<file path="src/pwm_bridge_defines.vh">
// register map, field positions and reset values for the enhanced bridge pwm
`ifndef PWM_BRIDGE_DEFINES_VH
`define PWM_BRIDGE_DEFINES_VH
// word byte addresses
`define ADDR_CHANNEL_CONTROL 4'h0
`define ADDR_DUTY_HIGH 4'h1
`define ADDR_PERIOD_LIMIT 4'h2
`define ADDR_TIMER_CONTROL 4'h3
`define ADDR_PERIOD_COUNTER 4'h4
`define ADDR_DEADBAND_CONTROL 4'h5
`define ADDR_STEERING 4'h6
`define ADDR_DUTY_SHADOW 4'h7
// channel control fields
`define CFG_HI 7
`define CFG_LO 6
`define DLOW_HI 5
`define DLOW_LO 4
`define MODE_HI 3
`define MODE_LO 0
// output configurations
`define OCFG_SINGLE 2'b00
`define OCFG_FULL_FWD 2'b01
`define OCFG_HALF 2'b10
`define OCFG_FULL_REV 2'b11
// timer control fields
`define TRUN_BIT 2
`define TPRE_HI 1
`define TPRE_LO 0
`define TIMER_CONTROL_MASK 8'h07
// reset values and steering write mask
`define RST_CHANNEL_CONTROL 8'h00
`define RST_PERIOD_LIMIT 8'hff
`define RST_ZERO 8'h00
`define RST_STEERING 8'h01
`define STEERING_MASK 8'h0f
// oscillator periods per instruction cycle
`define OSC_PER_INSTR 4
`endif

</file>
<file path="src/pwm_bridge.v">
// enhanced bridge pwm output stage with wishbone register slave
`timescale 1ns/10ps
`include "pwm_bridge_defines.vh"

// Operation
// RL1 - two-bit config selects single, half, full forward or full reverse
// RL2 - 10-bit modulated signal presented on up to four outputs a to d
// RL3 - half-bridge: a carries pwm, b its complement, c and d unused
// RL4 - half-bridge output waits deadband instruction cycles before going active
// RL5 - deadband longer than active portion keeps that output inactive all period
// RL6 - full-bridge drives all four outputs
// RL7 - forward: a active, d modulated, b and c inactive
// RL8 - reverse: c active, b modulated, a and d inactive
// RL9 - single mode: outputs enabled only by steering enables
// RL10 - channel mode field sets active-high or active-low outputs
// RL11 - after enable no waveform until the next period begins
// RL12 - time base is 8-bit counter extended by two low prescale bits
// RL13 - control register all zeros releases the output pins
// RL14 - pins unused by the mode stay free for other functions
// RL15 - software must clear pin direction bits so waveform reaches pins; here the block drives pwm_oe_o itself
// RL16 - unimplemented control bits read as zero
// RL17 - after period match clear counter, set output unless zero duty, latch duty
// RL18 - output goes inactive when time base equals shadowed 10-bit duty
// RL19 - deadband applied separately to a and b rising edges
module pwm_bridge #(
  parameter DEADBAND_W = 7
) (
  input wire clk_i,
  input wire rst_i,
  input wire cyc_i,
  input wire stb_i,
  input wire we_i,
  input wire [3:0] adr_i,
  input wire [31:0] dat_i,
  input wire [3:0] sel_i,
  output reg [31:0] dat_o,
  output reg ack_o,
  output reg pwm_out_a_o,
  output reg pwm_out_b_o,
  output reg pwm_out_c_o,
  output reg pwm_out_d_o,
  output reg [3:0] pwm_oe_o
);

  // ************************************************************
  // registers
  // ************************************************************
  reg [7:0] channel_control_reg;
  reg [7:0] duty_high_byte_reg;
  reg [7:0] period_limit_reg;
  reg [7:0] timer_control_reg;
  reg [7:0] period_counter_reg;
  reg [7:0] deadband_control_reg;
  reg [7:0] steering_reg;
  reg [7:0] duty_shadow_byte_reg;
  reg [1:0] duty_shadow_low_reg;
  reg [5:0] prescale_reg;
  reg started_reg;
  reg pwm_reg;
  reg [DEADBAND_W+1:0] dead_a_reg;
  reg [DEADBAND_W+1:0] dead_b_reg;

  wire [1:0] output_config_field = channel_control_reg[`CFG_HI:`CFG_LO];
  wire [3:0] channel_mode_field = channel_control_reg[`MODE_HI:`MODE_LO];
  wire [DEADBAND_W-1:0] deadband_count = deadband_control_reg[DEADBAND_W-1:0];
  wire timer_run_bit = timer_control_reg[`TRUN_BIT];
  wire [1:0] timer_prescale_select = timer_control_reg[`TPRE_HI:`TPRE_LO];
  wire pwm_enabled = (channel_mode_field[3:2] == 2'b11);
  wire wb_req = cyc_i & stb_i & ~ack_o;
  // writes land at the edge that sees ack high
  wire wb_write = cyc_i & stb_i & ack_o & we_i & sel_i[0];

  // ************************************************************
  // time base
  // ************************************************************
  // quarter count width for prescale 1, 4, 16
  function [5:0] prescale_top;
    input [1:0] sel;
    begin
      case (sel)
        2'b00: prescale_top = 6'h03;
        2'b01: prescale_top = 6'h0f;
        default: prescale_top = 6'h3f;
      endcase
    end
  endfunction

  // two low time-base bits from the prescaler
  function [1:0] low_bits;
    input [1:0] sel;
    input [5:0] pre;
    begin
      case (sel)
        2'b00: low_bits = pre[1:0];
        2'b01: low_bits = pre[3:2];
        default: low_bits = pre[5:4];
      endcase
    end
  endfunction

  // wraps at once if the prescale select shrinks while counting
  wire prescale_wrap = (prescale_reg >= prescale_top(timer_prescale_select));
  wire period_end = timer_run_bit & prescale_wrap & (period_counter_reg == period_limit_reg);
  // RL12 time base
  wire [9:0] time_base = {period_counter_reg, low_bits(timer_prescale_select, prescale_reg)};
  wire [9:0] duty_value = {duty_shadow_byte_reg, duty_shadow_low_reg};
  wire [9:0] duty_buf = {duty_high_byte_reg, channel_control_reg[`DLOW_HI:`DLOW_LO]};
  // one instruction cycle is four clocks
  wire [DEADBAND_W+1:0] dead_cycles = {deadband_count, 2'b00};

  reg [5:0] prescale_next;
  reg [7:0] period_counter_next;
  always @*
  begin
    prescale_next = prescale_reg;
    period_counter_next = period_counter_reg;
    if (wb_write && adr_i == `ADDR_PERIOD_COUNTER)
    begin
      prescale_next = 6'h00;
      period_counter_next = dat_i[7:0];
    end
    else if (timer_run_bit)
    begin
      prescale_next = prescale_wrap ? 6'h00 : prescale_reg + 6'h01;
      // RL17 counter clear
      if (period_end)
        period_counter_next = `RST_ZERO;
      else if (prescale_wrap)
        period_counter_next = period_counter_reg + 8'h01;
    end
  end

  always @(posedge clk_i)
  begin
    if (rst_i)
    begin
      prescale_reg <= 6'h00;
      period_counter_reg <= `RST_ZERO;
    end
    else
    begin
      prescale_reg <= prescale_next;
      period_counter_reg <= period_counter_next;
    end
  end

  // ************************************************************
  // modulator
  // ************************************************************
  reg started_next;
  reg pwm_next;
  reg [7:0] duty_shadow_byte_next;
  reg [1:0] duty_shadow_low_next;
  // RL18 inactive from the matching count on, so width equals duty
  wire duty_match = (time_base == duty_value);
  wire pwm_live = pwm_reg & ~duty_match;
  always @*
  begin
    started_next = started_reg;
    pwm_next = pwm_reg;
    duty_shadow_byte_next = duty_shadow_byte_reg;
    duty_shadow_low_next = duty_shadow_low_reg;
    // RL11 wait for period start
    if (!pwm_enabled)
      started_next = 1'b0;
    else if (period_end)
      started_next = 1'b1;
    if (period_end)
    begin
      // RL17 latch duty and set
      duty_shadow_byte_next = duty_high_byte_reg;
      duty_shadow_low_next = channel_control_reg[`DLOW_HI:`DLOW_LO];
      pwm_next = pwm_enabled && (duty_buf != 10'h000);
    end
    // RL18 clear on duty match
    else if (duty_match)
      pwm_next = 1'b0;
    if (!pwm_enabled)
      pwm_next = 1'b0;
  end

  always @(posedge clk_i)
  begin
    if (rst_i)
    begin
      duty_shadow_byte_reg <= `RST_ZERO;
      duty_shadow_low_reg <= 2'b00;
      pwm_reg <= 1'b0;
      started_reg <= 1'b0;
    end
    else
    begin
      duty_shadow_byte_reg <= duty_shadow_byte_next;
      duty_shadow_low_reg <= duty_shadow_low_next;
      pwm_reg <= pwm_next;
      started_reg <= started_next;
    end
  end

  // ************************************************************
  // dead band
  // ************************************************************
  // RL4 RL19 separate rising delays
  reg [DEADBAND_W+1:0] dead_a_next;
  reg [DEADBAND_W+1:0] dead_b_next;
  always @*
  begin
    dead_a_next = dead_a_reg;
    dead_b_next = dead_b_reg;
    // RL5 never reaches active if too long
    if (!pwm_live)
      dead_a_next = {(DEADBAND_W+2){1'b0}};
    else if (dead_a_reg < dead_cycles)
      dead_a_next = dead_a_reg + 1'b1;
    if (pwm_live)
      dead_b_next = {(DEADBAND_W+2){1'b0}};
    else if (dead_b_reg < dead_cycles)
      dead_b_next = dead_b_reg + 1'b1;
  end

  always @(posedge clk_i)
  begin
    if (rst_i)
    begin
      dead_a_reg <= {(DEADBAND_W+2){1'b0}};
      dead_b_reg <= {(DEADBAND_W+2){1'b0}};
    end
    else
    begin
      dead_a_reg <= dead_a_next;
      dead_b_reg <= dead_b_next;
    end
  end

  // compare as at-least so a shortened dead band cannot overrun
  wire half_a = pwm_live & (dead_a_reg >= dead_cycles);
  wire half_b = ~pwm_live & (dead_b_reg >= dead_cycles) & started_reg;

  // ************************************************************
  // output steering
  // ************************************************************
  reg [3:0] act_next;
  reg [3:0] oe_next;
  always @*
  begin
    act_next = 4'h0;
    oe_next = 4'h0;
    // RL1 mode select
    case (output_config_field)
      `OCFG_HALF:
      begin
        // RL3 complementary pair
        act_next = {2'b00, half_b, half_a};
        // RL14 c and d left free
        oe_next = 4'b0011;
      end
      `OCFG_FULL_FWD:
      begin
        // RL6 RL7 forward drive
        act_next = {pwm_live, 1'b0, 1'b0, started_reg};
        oe_next = 4'b1111;
      end
      `OCFG_FULL_REV:
      begin
        // RL8 reverse drive
        act_next = {1'b0, started_reg, pwm_live, 1'b0};
        oe_next = 4'b1111;
      end
      default:
      begin
        // RL9 steering enables
        act_next = {4{pwm_live}} & steering_reg[3:0];
        oe_next = steering_reg[3:0];
      end
    endcase
    // RL13 release pins
    if (!pwm_enabled)
    begin
      act_next = 4'h0;
      oe_next = 4'h0;
    end
  end

  // RL10 polarity: bit0 low for b/d, bit1 low for a/c
  wire [3:0] pol = {channel_mode_field[0], channel_mode_field[1],
                    channel_mode_field[0], channel_mode_field[1]};

  // RL2 four output pins
  always @(posedge clk_i)
  begin
    if (rst_i)
    begin
      pwm_out_a_o <= 1'b0;
      pwm_out_b_o <= 1'b0;
      pwm_out_c_o <= 1'b0;
      pwm_out_d_o <= 1'b0;
      pwm_oe_o <= 4'h0;
    end
    else
    begin
      pwm_out_a_o <= act_next[0] ^ pol[0];
      pwm_out_b_o <= act_next[1] ^ pol[1];
      pwm_out_c_o <= act_next[2] ^ pol[2];
      pwm_out_d_o <= act_next[3] ^ pol[3];
      pwm_oe_o <= oe_next;
    end
  end

  // ************************************************************
  // wishbone slave
  // ************************************************************
  reg [7:0] channel_control_next;
  reg [7:0] duty_high_byte_next;
  reg [7:0] period_limit_next;
  reg [7:0] timer_control_next;
  reg [7:0] deadband_control_next;
  reg [7:0] steering_next;
  always @*
  begin
    channel_control_next = channel_control_reg;
    duty_high_byte_next = duty_high_byte_reg;
    period_limit_next = period_limit_reg;
    timer_control_next = timer_control_reg;
    deadband_control_next = deadband_control_reg;
    steering_next = steering_reg;
    // unmapped or read-only index: write ignored
    if (wb_write)
    begin
      case (adr_i)
        `ADDR_CHANNEL_CONTROL: channel_control_next = dat_i[7:0];
        `ADDR_DUTY_HIGH: duty_high_byte_next = dat_i[7:0];
        `ADDR_PERIOD_LIMIT: period_limit_next = dat_i[7:0];
        `ADDR_TIMER_CONTROL: timer_control_next = dat_i[7:0] & `TIMER_CONTROL_MASK;
        `ADDR_DEADBAND_CONTROL: deadband_control_next = {1'b0, dat_i[6:0]};
        `ADDR_STEERING: steering_next = dat_i[7:0] & `STEERING_MASK;
        default: ;
      endcase
    end
  end

  always @(posedge clk_i)
  begin
    if (rst_i)
    begin
      channel_control_reg <= `RST_CHANNEL_CONTROL;
      duty_high_byte_reg <= `RST_ZERO;
      period_limit_reg <= `RST_PERIOD_LIMIT;
      timer_control_reg <= `RST_ZERO;
      deadband_control_reg <= `RST_ZERO;
      steering_reg <= `RST_STEERING;
      ack_o <= 1'b0;
      dat_o <= 32'h00000000;
    end
    else
    begin
      ack_o <= wb_req;
      channel_control_reg <= channel_control_next;
      duty_high_byte_reg <= duty_high_byte_next;
      period_limit_reg <= period_limit_next;
      timer_control_reg <= timer_control_next;
      deadband_control_reg <= deadband_control_next;
      steering_reg <= steering_next;
      // RL16 unimplemented reads zero
      dat_o <= 32'h00000000;
      if (wb_req && !we_i)
      begin
        case (adr_i)
          `ADDR_CHANNEL_CONTROL: dat_o[7:0] <= channel_control_reg;
          `ADDR_DUTY_HIGH: dat_o[7:0] <= duty_high_byte_reg;
          `ADDR_PERIOD_LIMIT: dat_o[7:0] <= period_limit_reg;
          `ADDR_TIMER_CONTROL: dat_o[7:0] <= timer_control_reg;
          `ADDR_PERIOD_COUNTER: dat_o[7:0] <= period_counter_reg;
          `ADDR_DEADBAND_CONTROL: dat_o[7:0] <= deadband_control_reg;
          `ADDR_STEERING: dat_o[7:0] <= steering_reg;
          `ADDR_DUTY_SHADOW: dat_o[7:0] <= duty_shadow_byte_reg;
          default: dat_o <= 32'h00000000;
        endcase
      end
    end
  end

endmodule // pwm_bridge

</file>
<file path="config.mk">
export PLATFORM = sky130hd
export DESIGN_NAME = pwm_bridge
export DESIGN_NICKNAME = d
export VERILOG_FILES = /design/src/pwm_bridge.v
export VERILOG_INCLUDE_DIRS = /design/src
export SDC_FILE = /design/constraint.sdc
export NUM_CORES = 1
export LEC_CHECK = 0
export CORE_UTILIZATION = 45
export CTS_BUF_LIST = sky130_fd_sc_hd__clkbuf_8 sky130_fd_sc_hd__clkbuf_16
export DETAILED_ROUTE_END_ITERATION = 12
export DONT_BUFFER_PORTS = 1
export SYNTH_ARGS = -nofsm -noshare
export SYNTH_HDL_FRONTEND = slang
export SYNTH_SLANG_ARGS = --single-unit
export TNS_END_PERCENT = 30
</file>
<file path="constraint.sdc">
create_clock -name clk_i -period 2.17 [get_ports clk_i]
set_input_delay 0.3255 -clock clk_i [delete_from_list [all_inputs] [get_ports clk_i]]
set_output_delay 0.3255 -clock clk_i [all_outputs]
set_load 0.01 [all_outputs]
</file>
==> summary.txt, run 1 <==
Outcome
  • Status: finished with violations
  • Failing checks: negative setup slack

Global routing
  • Initial antenna violation count: 0
  • First-pass GRT wire length: 22,600 um
  • Largest net degree at the start of global routing: 76
  • Vias in the first global route: 4,425
  • Total global routing overflow: 0
  • GRT Util Overall: between 20% and 30%

Setup path
  • Worst Path Max Fanout: 6
  • CP Class: flip-flop to flip-flop
  • Crit start category: flip-flop
  • Critical Path AT: 2.47 ns
  • CP endpoint kind: flip-flop
  • FF-to-FF setup slack: -0.03 ns
  • WP data required: approximately 2.4 ns

Layout
  • Number of diodes: 0
  • Layout cells sized above 1: 16.6%
  • Area delta synth->final: 15.1%
  • FF+latch area: 0.00199 mm2
  • Nets: around 760
  • Multi-input gate area: 0.00337 mm2
  • Fillers: 1,088

Placement
  • Gpl congestion: about 0.86
  • I/O Buffers: 0
  • DP Worst Slack: -0.0812 ns
  • Detailed Place HPWL: 10,100 um

Timing
  • Final worst setup slack: -0.0256 ns
  • Tightest Pin Transition: 0.652 ns
  • Max-slew violations: 0
  • RSZ-0062 raised after global routing: yes
  • # setup viols final: 2
  • Clock Skews: about 0.0087 ns
  • Slew margin rel.: 56.6%
  • Final critical-path share of the clock period: 101%
  • Final Hold Fails: 0
  • Worst Hold Slack: 0.0331 ns
  • Tmin final: 2.20 ns
  • Max Clk Rate: 0.455 GHz

Drt
  • Antenna Nets Post-Route: 0
  • Vias: ~4,800
  • Drt wl/cell: 16.8 um
  • Initial drt markers: 318
  • First-pass DRT Iterations: 8
  • Drt drc: 0
  • Via-per-instance ratio: 5.67
  • WL final: 14,100 um

Floorplan
  • IO Count: 86
  • Chip height: 113 um
  • Site row count: 40
  • Starting Density: 46.2%
  • Die Width: between 100 and 150 um
  • Die area: 0.0127 mm2
  • Core area: 0.0120 mm2

Clocking
  • TritonCTS clock tree: built
  • H-Tree Depth: 3
  • Hold buffers post-CTS: 0
  • Worst-Skew Late Latency: 0.36 ns
  • Clk buf depth: 2
  • CTS Buf Count: 9
  • Clock Pin Slew Worst Setup and Hold Paths: roughly 0.07 ns
  • Root Buffer: clkbuf_16
  • CTS sink count: 99

Logic synthesis
  • Post-synthesis sequential area ratio: between 30% and 40%
  • Area share of the largest cell type after synthesis: a little over a third
  • Synth warnings: 0
  • Top cells by area, synth: dfxtp_1 36%, mux2i_1 8.0%, ha_1 5.4%, nor2_1 5.3%, nand2_1 4.1%
  • Synth Area per Inst: 8.31 um2
  • Yosys top cell by area: dfxtp_1
  • Post-synth EDFFs: 0
  • Async SR Flop Fraction: 0%
  • Yosys reg bits: 99
  • Yosys cell types: 61
  • Dominant synthesized flop cell: dfxtp_1
  • Mapped Cells: 664
  • Most frequent cell after synthesis: dfxtp_1
  • Synthesized cell area: around 0.0055 mm2
  • Synth cell count leaders: 99 x dfxtp_1, 78 x nor2_1, 61 x nand2_1

Power and ir drop
  • Leakage: 2.50 nW
  • Pwr Total: 3.68 mW
  • Max IR drop VDD: approximately 0.70 mV
  • P per Cell Area: 579 mW/mm2

Flow run
  • Max cap viols: 0

Worst hold path
  • Min-Delay Path Class: input pin to flip-flop
[per-stage QoR]
step / setup TNS [ns] / area [um2] / std cells / utilization (%)
after global placement: -0.211 / 5860 / 823 / 49.0
after detailed placement: -0.635 / 5860 / 823 / 49.0
final: -0.0379 / 6350 / 841 / 53.1
after floorplan: -0.323 / 5650 / 687 / -
after global routing: -0.405 / 6350 / 841 / 53.1
after CTS: -0.00152 / 6230 / 840 / 52.1
[per-layer routing]
layer | share of wire, % | routed length, um | vias to the layer above | global-route usage (%)
li1 | - | - | 2324 | -
met1 | 47 | 6650 | 2295 | 30.0
met2 | 46 | 6550 | 135 | 37.3
met3 | 4.7 | 659 | 18 | 4.61
met4 | 1.8 | 257 | 0 | 8.62
met5 | 0 | 0 | - | 0
[path summary, 6_finish.rpt]
path,startpoint,end,cells past startpoint
setup / recovery,timer_control_reg[1],period_counter_reg[3],8
hold / removal,rst_i,steering_reg[2],1
setup reg to reg,timer_control_reg[1],period_counter_reg[3],8
hold reg to reg,prescale_reg[0],prescale_reg[0],2
[area by class of cell]
class / count / share of cell area, %
timing repair buffer: 50 / 6.03
multi-input combinational: 502 / 53.0
clock buffer: 11 / 3.98
clock inverter: 5 / 1.20
tap: 147 / 2.90
sequential: 99 / 31.3
inverter: 27 / 1.60
[cells in the final DEF, fill, tap and decap left out, types with 22 or more instances in the layout]
cell,instances
a21oi_1,30
buf_4,48
conb_1,24
dfxtp_1,93
inv_1,25
mux2i_1,43
nand2_1,60
nand3_1,22
nor2_1,77
[what timing repair did]
action	CTS	global route
setup buffers	1	1
gates cloned	0	0
pin swaps	7	17
resized for setup	10	29
hold endpoints to repair	0	0
endpoints found under the setup margin	18	30
[critical path, stage by stage (launching register included)]
cell,delay [ns]
dfxtp_2,0.36
nor2_4,0.05
ha_4,0.25
a21o_1,0.11
a21oi_2,0.08
o21ai_4,0.16
or3b_4,0.44
or3b_1,0.38
a311oi_2,0.28
[logic make-up after synthesis]
group           after synthesis  share of synthesized area (%)
mux                          45                           8.45
buf+inv                      86                           7.64
flops                        99                           35.9
simple gates                265                           24.1
fa+ha+maj                    24                           5.44
other cells                   1                         0.0679
compound gates              112                           13.3
xor+xnor                     32                           5.08
[power breakdown]
part / leakage [nW] / internal, mW / switching [mW]
Clock: 0.163 / 1.07 / 0.710
Combinational: 1.54 / 0.0291 / 0.0488
Sequential: 0.801 / 1.82 / 0.00235
Power figures use the tool's default switching activity.
==> inputs of run 2 (changes only) <==
--- a/config.mk
+++ b/config.mk
@@ -6,10 +6,11 @@
 export SDC_FILE = /design/constraint.sdc
 export NUM_CORES = 1
 export LEC_CHECK = 0
-export CORE_UTILIZATION = 45
+export CORE_UTILIZATION = 58
 export CTS_BUF_LIST = sky130_fd_sc_hd__clkbuf_8 sky130_fd_sc_hd__clkbuf_16
 export DETAILED_ROUTE_END_ITERATION = 12
 export DONT_BUFFER_PORTS = 1
+export PLACE_DENSITY = 0.76
 export SYNTH_ARGS = -nofsm -noshare
 export SYNTH_HDL_FRONTEND = slang
 export SYNTH_SLANG_ARGS = --single-unit
==> summary.txt, run 2 (synthesis gave the netlist of run 1 again) <==
Outcome
  • Status: finished with violations
  • Failing checks: negative setup slack

Placement
  • Gpl congestion: 0.910
  • Placed Cells incl. Taps: 799
  • I/O Buffers: 0
  • Detailed Place HPWL: ~9800 um

Floorplan
  • Chip height: approximately 100 um
  • Die Width: roughly 100 um
  • Die area: slightly below 0.01 mm2
  • IO Count: 86
  • Site row count: 35
  • Core area: 0.00924 mm2
  • Starting Density: 59.7%

Drt
  • Vias: around 4,900
  • Drt wl/cell: 17.1 um
  • Via-per-instance ratio: 5.98
  • Antenna Nets Post-Route: 0
  • Drt drc: 0
  • First-pass DRT Iterations: 5
  • WL final: 14,000 um
  • Initial drt markers: around 290

Setup path
  • Family with the most delay on the worst path: simple AND/OR/NAND/NOR gates
  • Worst Path Max Fanout: 6
  • Worst Path Buf+Inv: 0
  • Worst path cell trace: nor2_2 > ha_1 > a21o_1 > a21oi_2 > o21ai_2 > or3b_4 > or3b_1 > a311oi_2
  • CP endpoint kind: flip-flop
  • Critical path's slowest cell: or3b_4
  • Crit start category: flip-flop
  • Critical Path Start: timer_control_reg[0]
  • Critical Path AT: approximately 2.5 ns
  • Slowest stage delay, CP: 0.44 ns
  • CP Class: flip-flop to flip-flop
  • WP data required: 2.46 ns
  • Worst R2R Start: timer_control_reg[0]

Timing
  • Final critical-path share of the clock period: 100%
  • Tightest Pin Transition: between 0.6 and 0.7 ns
  • Final worst setup slack: -0.00321 ns
  • # setup viols final: 1
  • Clock Skews: 0.0207 ns
  • Worst Hold Slack: 0.0221 ns
  • Slew margin rel.: ~55%
  • Final Hold Fails: 0
  • Max Clk Rate: about 0.46 GHz
  • Max-slew violations: 0
  • RSZ-0062 raised after global routing: yes
  • Tmin final: ~2.2 ns

Power and ir drop
  • P per Cell Area: 491 mW/mm2
  • Clk pwr share: 36.7%
  • Leakage: 2.40 nW
  • Combinational Power Share: around 3.0%
  • Max IR drop VDD: 0.412 mV
  • NetSw: 0.719 mW
  • Sw Ratio: 23.8%
  • P_int: 2.30 mW
  • Sequential share of power: about 60%
  • Pwr Total: 3.02 mW

Clocking
  • Clock Pin Slew Worst Setup and Hold Paths: 0.09 ns
  • H-Tree Depth: 3
  • Worst-Skew Late Latency: 0.38 ns
  • Clk buf depth: 2
  • CTS Buf Count: 9
  • Root Buffer: clkbuf_8
  • TritonCTS clock tree: built
  • CTS sink count: 99

Layout
  • Finished Layout Cells: 819
  • Nets: 754
  • Final core occ: 66.6%
  • Area delta synth->final: 11.4%
  • Commonest non-fill, non-tap cell in the layout: dfxtp_1
  • Most frequent cells in the layout: 91 x dfxtp_1, 77 x nor2_1, 61 x nand2_1, 43 x mux2i_1, 42 x buf_4
  • Layout cells sized above 1: 16.2%
  • Number of diodes: 0
  • Fillers: 765

Flow run
  • Max cap viols: 0

Global routing
  • Total global routing overflow: 0
  • First-pass GRT wire length: 22,500 um
  • Largest net degree at the start of global routing: 64
  • GRT Util Overall: approximately 29%
  • Vias in the first global route: 4,560
  • Initial antenna violation count: 0

Worst hold path
  • Hold_sp: rst_i
  • Min-Delay Path Class: input pin to flip-flop
run 2: power by group through the flow:
stage	Clock, mW	Combinational [mW]	Sequential, mW
4_1_cts	1.13	0.0819	1.82
3_5_place_dp	0	0.0756	1.86
6_report	1.11	0.0917	1.82
2_1_floorplan	0	0.129	1.86
3_3_place_gp	0	0.0739	1.86
5_1_grt	1.20	0.0995	1.82
run 2: final cells by class:
cell class                      count  area (um2)  area share [%]
Tap cell                          129         161            2.62
Timing Repair Buffer               46         357            5.80
Sequential cell                    99        1990            32.4
Multi-Input combinational cell    502        3360            54.6
Clock buffer                       10         138            2.24
Inverter                           27         101            1.65
Clock inverter                      6        41.3           0.671
run 2: layer usage:
metal / vias to the layer above / wire [um] / track usage [%]
met5: - / 0 / 0
met4: 0 / 354 / 12.1
met3: 33 / 889 / 5.06
met2: 210 / 6500 / 45.1
met1: 2327 / 6260 / 39.1
li1: 2327 / - / -
run 2: worst reg2reg max path: stages, from the launching register on:
cell      delay, ns
dfxtp_2        0.36
nor2_2         0.05
ha_1           0.28
a21o_1         0.13
a21oi_2        0.07
o21ai_2        0.14
or3b_4         0.44
or3b_1         0.40
a311oi_2       0.24
run 2: worst paths after layout:
kind              depth (start not counted)                endpoint  slack (ns)
setup / recovery                          8   period_counter_reg[4]      -0.003
hold / removal                            1  duty_shadow_low_reg[0]        0.02
hold reg to reg                           2             started_reg        0.51
setup reg to reg                          8   period_counter_reg[4]      -0.003
run 2: repair_timing:
item,in CTS,in global routing
pin swaps,5,12
hold buffers,1,2
hold endpoints to repair,13,3
gates resized for setup,8,29
setup endpoints to repair,18,37
buffers inserted,0,1
run 2: per-stage QoR:
step	setup WS [ns]	area (um2)	TNS [ns]
detailed placement	-0.0810	5790	-0.690
CTS	0.00277	6010	0
global placement	-0.0267	5790	-0.161
global route	-0.104	6150	-0.552
finish	-0.00321	6150	-0.00321
floorplan	-0.0767	5650	-0.323
==> inputs of run 3 (changes only) <==
--- a/config.mk
+++ b/config.mk
@@ -11,6 +11,7 @@
 export DETAILED_ROUTE_END_ITERATION = 12
 export DONT_BUFFER_PORTS = 1
 export PLACE_DENSITY = 0.76
+export REMOVE_ABC_BUFFERS = 1
 export SYNTH_ARGS = -nofsm -noshare
 export SYNTH_HDL_FRONTEND = slang
 export SYNTH_SLANG_ARGS = --single-unit
==> summary.txt, run 3 (synthesis gave the netlist of run 1 again) <==
Layout
  • Final core occ: 66.4%
  • Nets: 757
  • Number of diodes: 0
  • Layout cells sized above 1: 15.2%
  • Commonest non-fill, non-tap cell in the layout: dfxtp_1
  • Most frequent cells in the layout: 95 x dfxtp_1, 78 x nor2_1, 61 x nand2_1, 48 x buf_4, 42 x mux2i_1
  • Area delta synth->final: 11.2%
  • Fillers: 752

Global routing
  • First-pass GRT wire length: 22,200 um
  • GRT Util Overall: 28.4%
  • Initial antenna violation count: 0
  • Routing usage on met1: between 30% and 40%
  • Total global routing overflow: 0
  • Gr busiest metal: met2
  • Met3 Use GR: 6.47%
  • Largest net degree at the start of global routing: 76
  • Met2 Use GR: 47.8%
  • Vias in the first global route: roughly 4,600

Placement
  • I/O Buffers: 0
  • DP Worst Slack: -0.140 ns
  • Gpl congestion: about 0.89
  • Detailed Place HPWL: 9820 um

Power and ir drop
  • P per Cell Area: between 400 and 500 mW/mm2
  • Sw Ratio: between 20% and 30%
  • Sequential share of power: between 60% and 70%
  • NetSw: 0.722 mW
  • Combinational Power Share: 2.6%
  • Clk pwr share: 37.3%
  • Leakage: 2.40 nW
  • Max IR drop VDD: 0.390 mV
  • P_int: 2.30 mW

Floorplan
  • Site row count: 35
  • Die area: 0.00991 mm2
  • Die Width: ~100 um
  • Starting Density: roughly 60%
  • IO Count: 86
  • Core area: 0.00924 mm2
  • Chip height: roughly 100 um

Setup path
  • WP data required: 2.47 ns
  • Critical path's slowest cell: a2111oi_1
  • Most frequent CP cell: buf_4
  • Worst Path Max Fanout: 4
  • FF-to-FF setup slack: -0.02 ns
  • Critical Path AT: about 2.5 ns
  • Worst path cell trace: buf_4 > buf_4 > nor2b_1 > a211o_1 > nand4_1 > buf_4 > o21ai_0 > a2111oi_1 > buf_4 > mux2i_1
  • CP Class: flip-flop to flip-flop
  • Crit start category: flip-flop
  • Slowest stage delay, CP: 0.45 ns
  • CP endpoint kind: flip-flop

Drt
  • Via-per-instance ratio: 5.87
  • Vias: between 4,000 and 5,000
  • WL final: 13,700 um
  • Drt drc: 0
  • First-pass DRT Iterations: 6
  • Drt wl/cell: ~17 um
  • Initial drt markers: 296
  • Antenna Nets Post-Route: 0

Timing
  • Tmin final: 2.19 ns
  • RSZ-0062 raised after global routing: yes
  • Max-slew violations: 0
  • Final worst setup slack: -0.0242 ns
  • Clock Skews: 0.0126 ns
  • Slew margin rel.: 61.7%
  • Final critical-path share of the clock period: 101%
  • Worst Hold Slack: 0.0192 ns
  • Max Clk Rate: approximately 0.46 GHz
  • # setup viols final: 1
  • Tightest Pin Transition: 0.573 ns
  • Final Hold Fails: 0
  • Final TNS setup: -0.0242 ns

Clocking
  • Clock Pin Slew Worst Setup and Hold Paths: approximately 0.10 ns
  • H-Tree Depth: 3
  • Root Buffer: clkbuf_8
  • Worst-Skew Late Latency: 0.38 ns
  • CTS sink count: between 90 and 100
  • CTS Buf Count: 9
  • TritonCTS clock tree: built
  • Clk buf depth: 2

Worst hold path
  • Min-Delay Path Class: input pin to flip-flop

Outcome
  • Failing checks: negative setup slack
  • Status: finished with violations

Flow run
  • Max cap viols: 0
[run 3: power by group through the flow]
stage | registers, mW | logic, mW | clock network, mW
CTS | 1.82 | 0.0757 | 1.15
global placement | 1.86 | 0.0742 | 0
detailed placement | 1.86 | 0.0753 | 0
floorplan | 1.86 | 0.0609 | 0
finish | 1.82 | 0.0779 | 1.13
global route | 1.82 | 0.0871 | 1.23
[run 3: worst paths after layout]
kind / startpoint / cells past startpoint / end
setup / recovery: timer_control_reg[1] / 10 / pwm_out_a_o
hold / removal: rst_i / 1 / period_counter_reg[6]
hold reg to reg: started_reg / 2 / started_reg
setup reg to reg: timer_control_reg[1] / 10 / pwm_out_a_o
[run 3: stage by stage]
| stage | instance area (um2) | total power, mW | instances |
|---|---|---|---|
| after floorplan | 5290 | 1.92 | 628 |
| after global placement | 5790 | 1.94 | 802 |
| after detailed placement | 5790 | 1.94 | 802 |
| after CTS | 6020 | 3.04 | 820 |
| after global routing | 6140 | 3.13 | 822 |
| final | 6140 | 3.03 | 822 |
[run 3: routing by layer]
layer  wire [um]  part of all wire, %
met5           0                    0
met4         331                  2.4
met3         908                  6.6
met2        6450                   47
met1        6010                   44
[run 3: timing repair]
action | 4_1_cts | 5_1_grt
pin swaps | 13 | 11
buffers inserted | 2 | 2
gates resized for setup | 11 | 18
endpoints found under the setup margin | 11 | 38
hold buffers | 0 | 0
[run 3: area by class of cell]
cell class,instances,area [um2],area share (%)
well taps,129,161,2.63
inverters,27,101,1.65
clock inverters,6,50.0,0.815
repair buffers,49,372,6.05
flip-flops and latches,99,1990,32.4
multi-input cells,502,3330,54.2
clock buffers,10,138,2.24
[run 3: critical path, delay by kind of cell, from the launching register on]
family,cells,cell delay (ns)
buffers and inverters,4,0.61
flip-flops,1,0.35
AO/OA/AOI/OAI,3,0.80
multiplexers,1,0.16
AND/OR/NAND/NOR,2,0.20
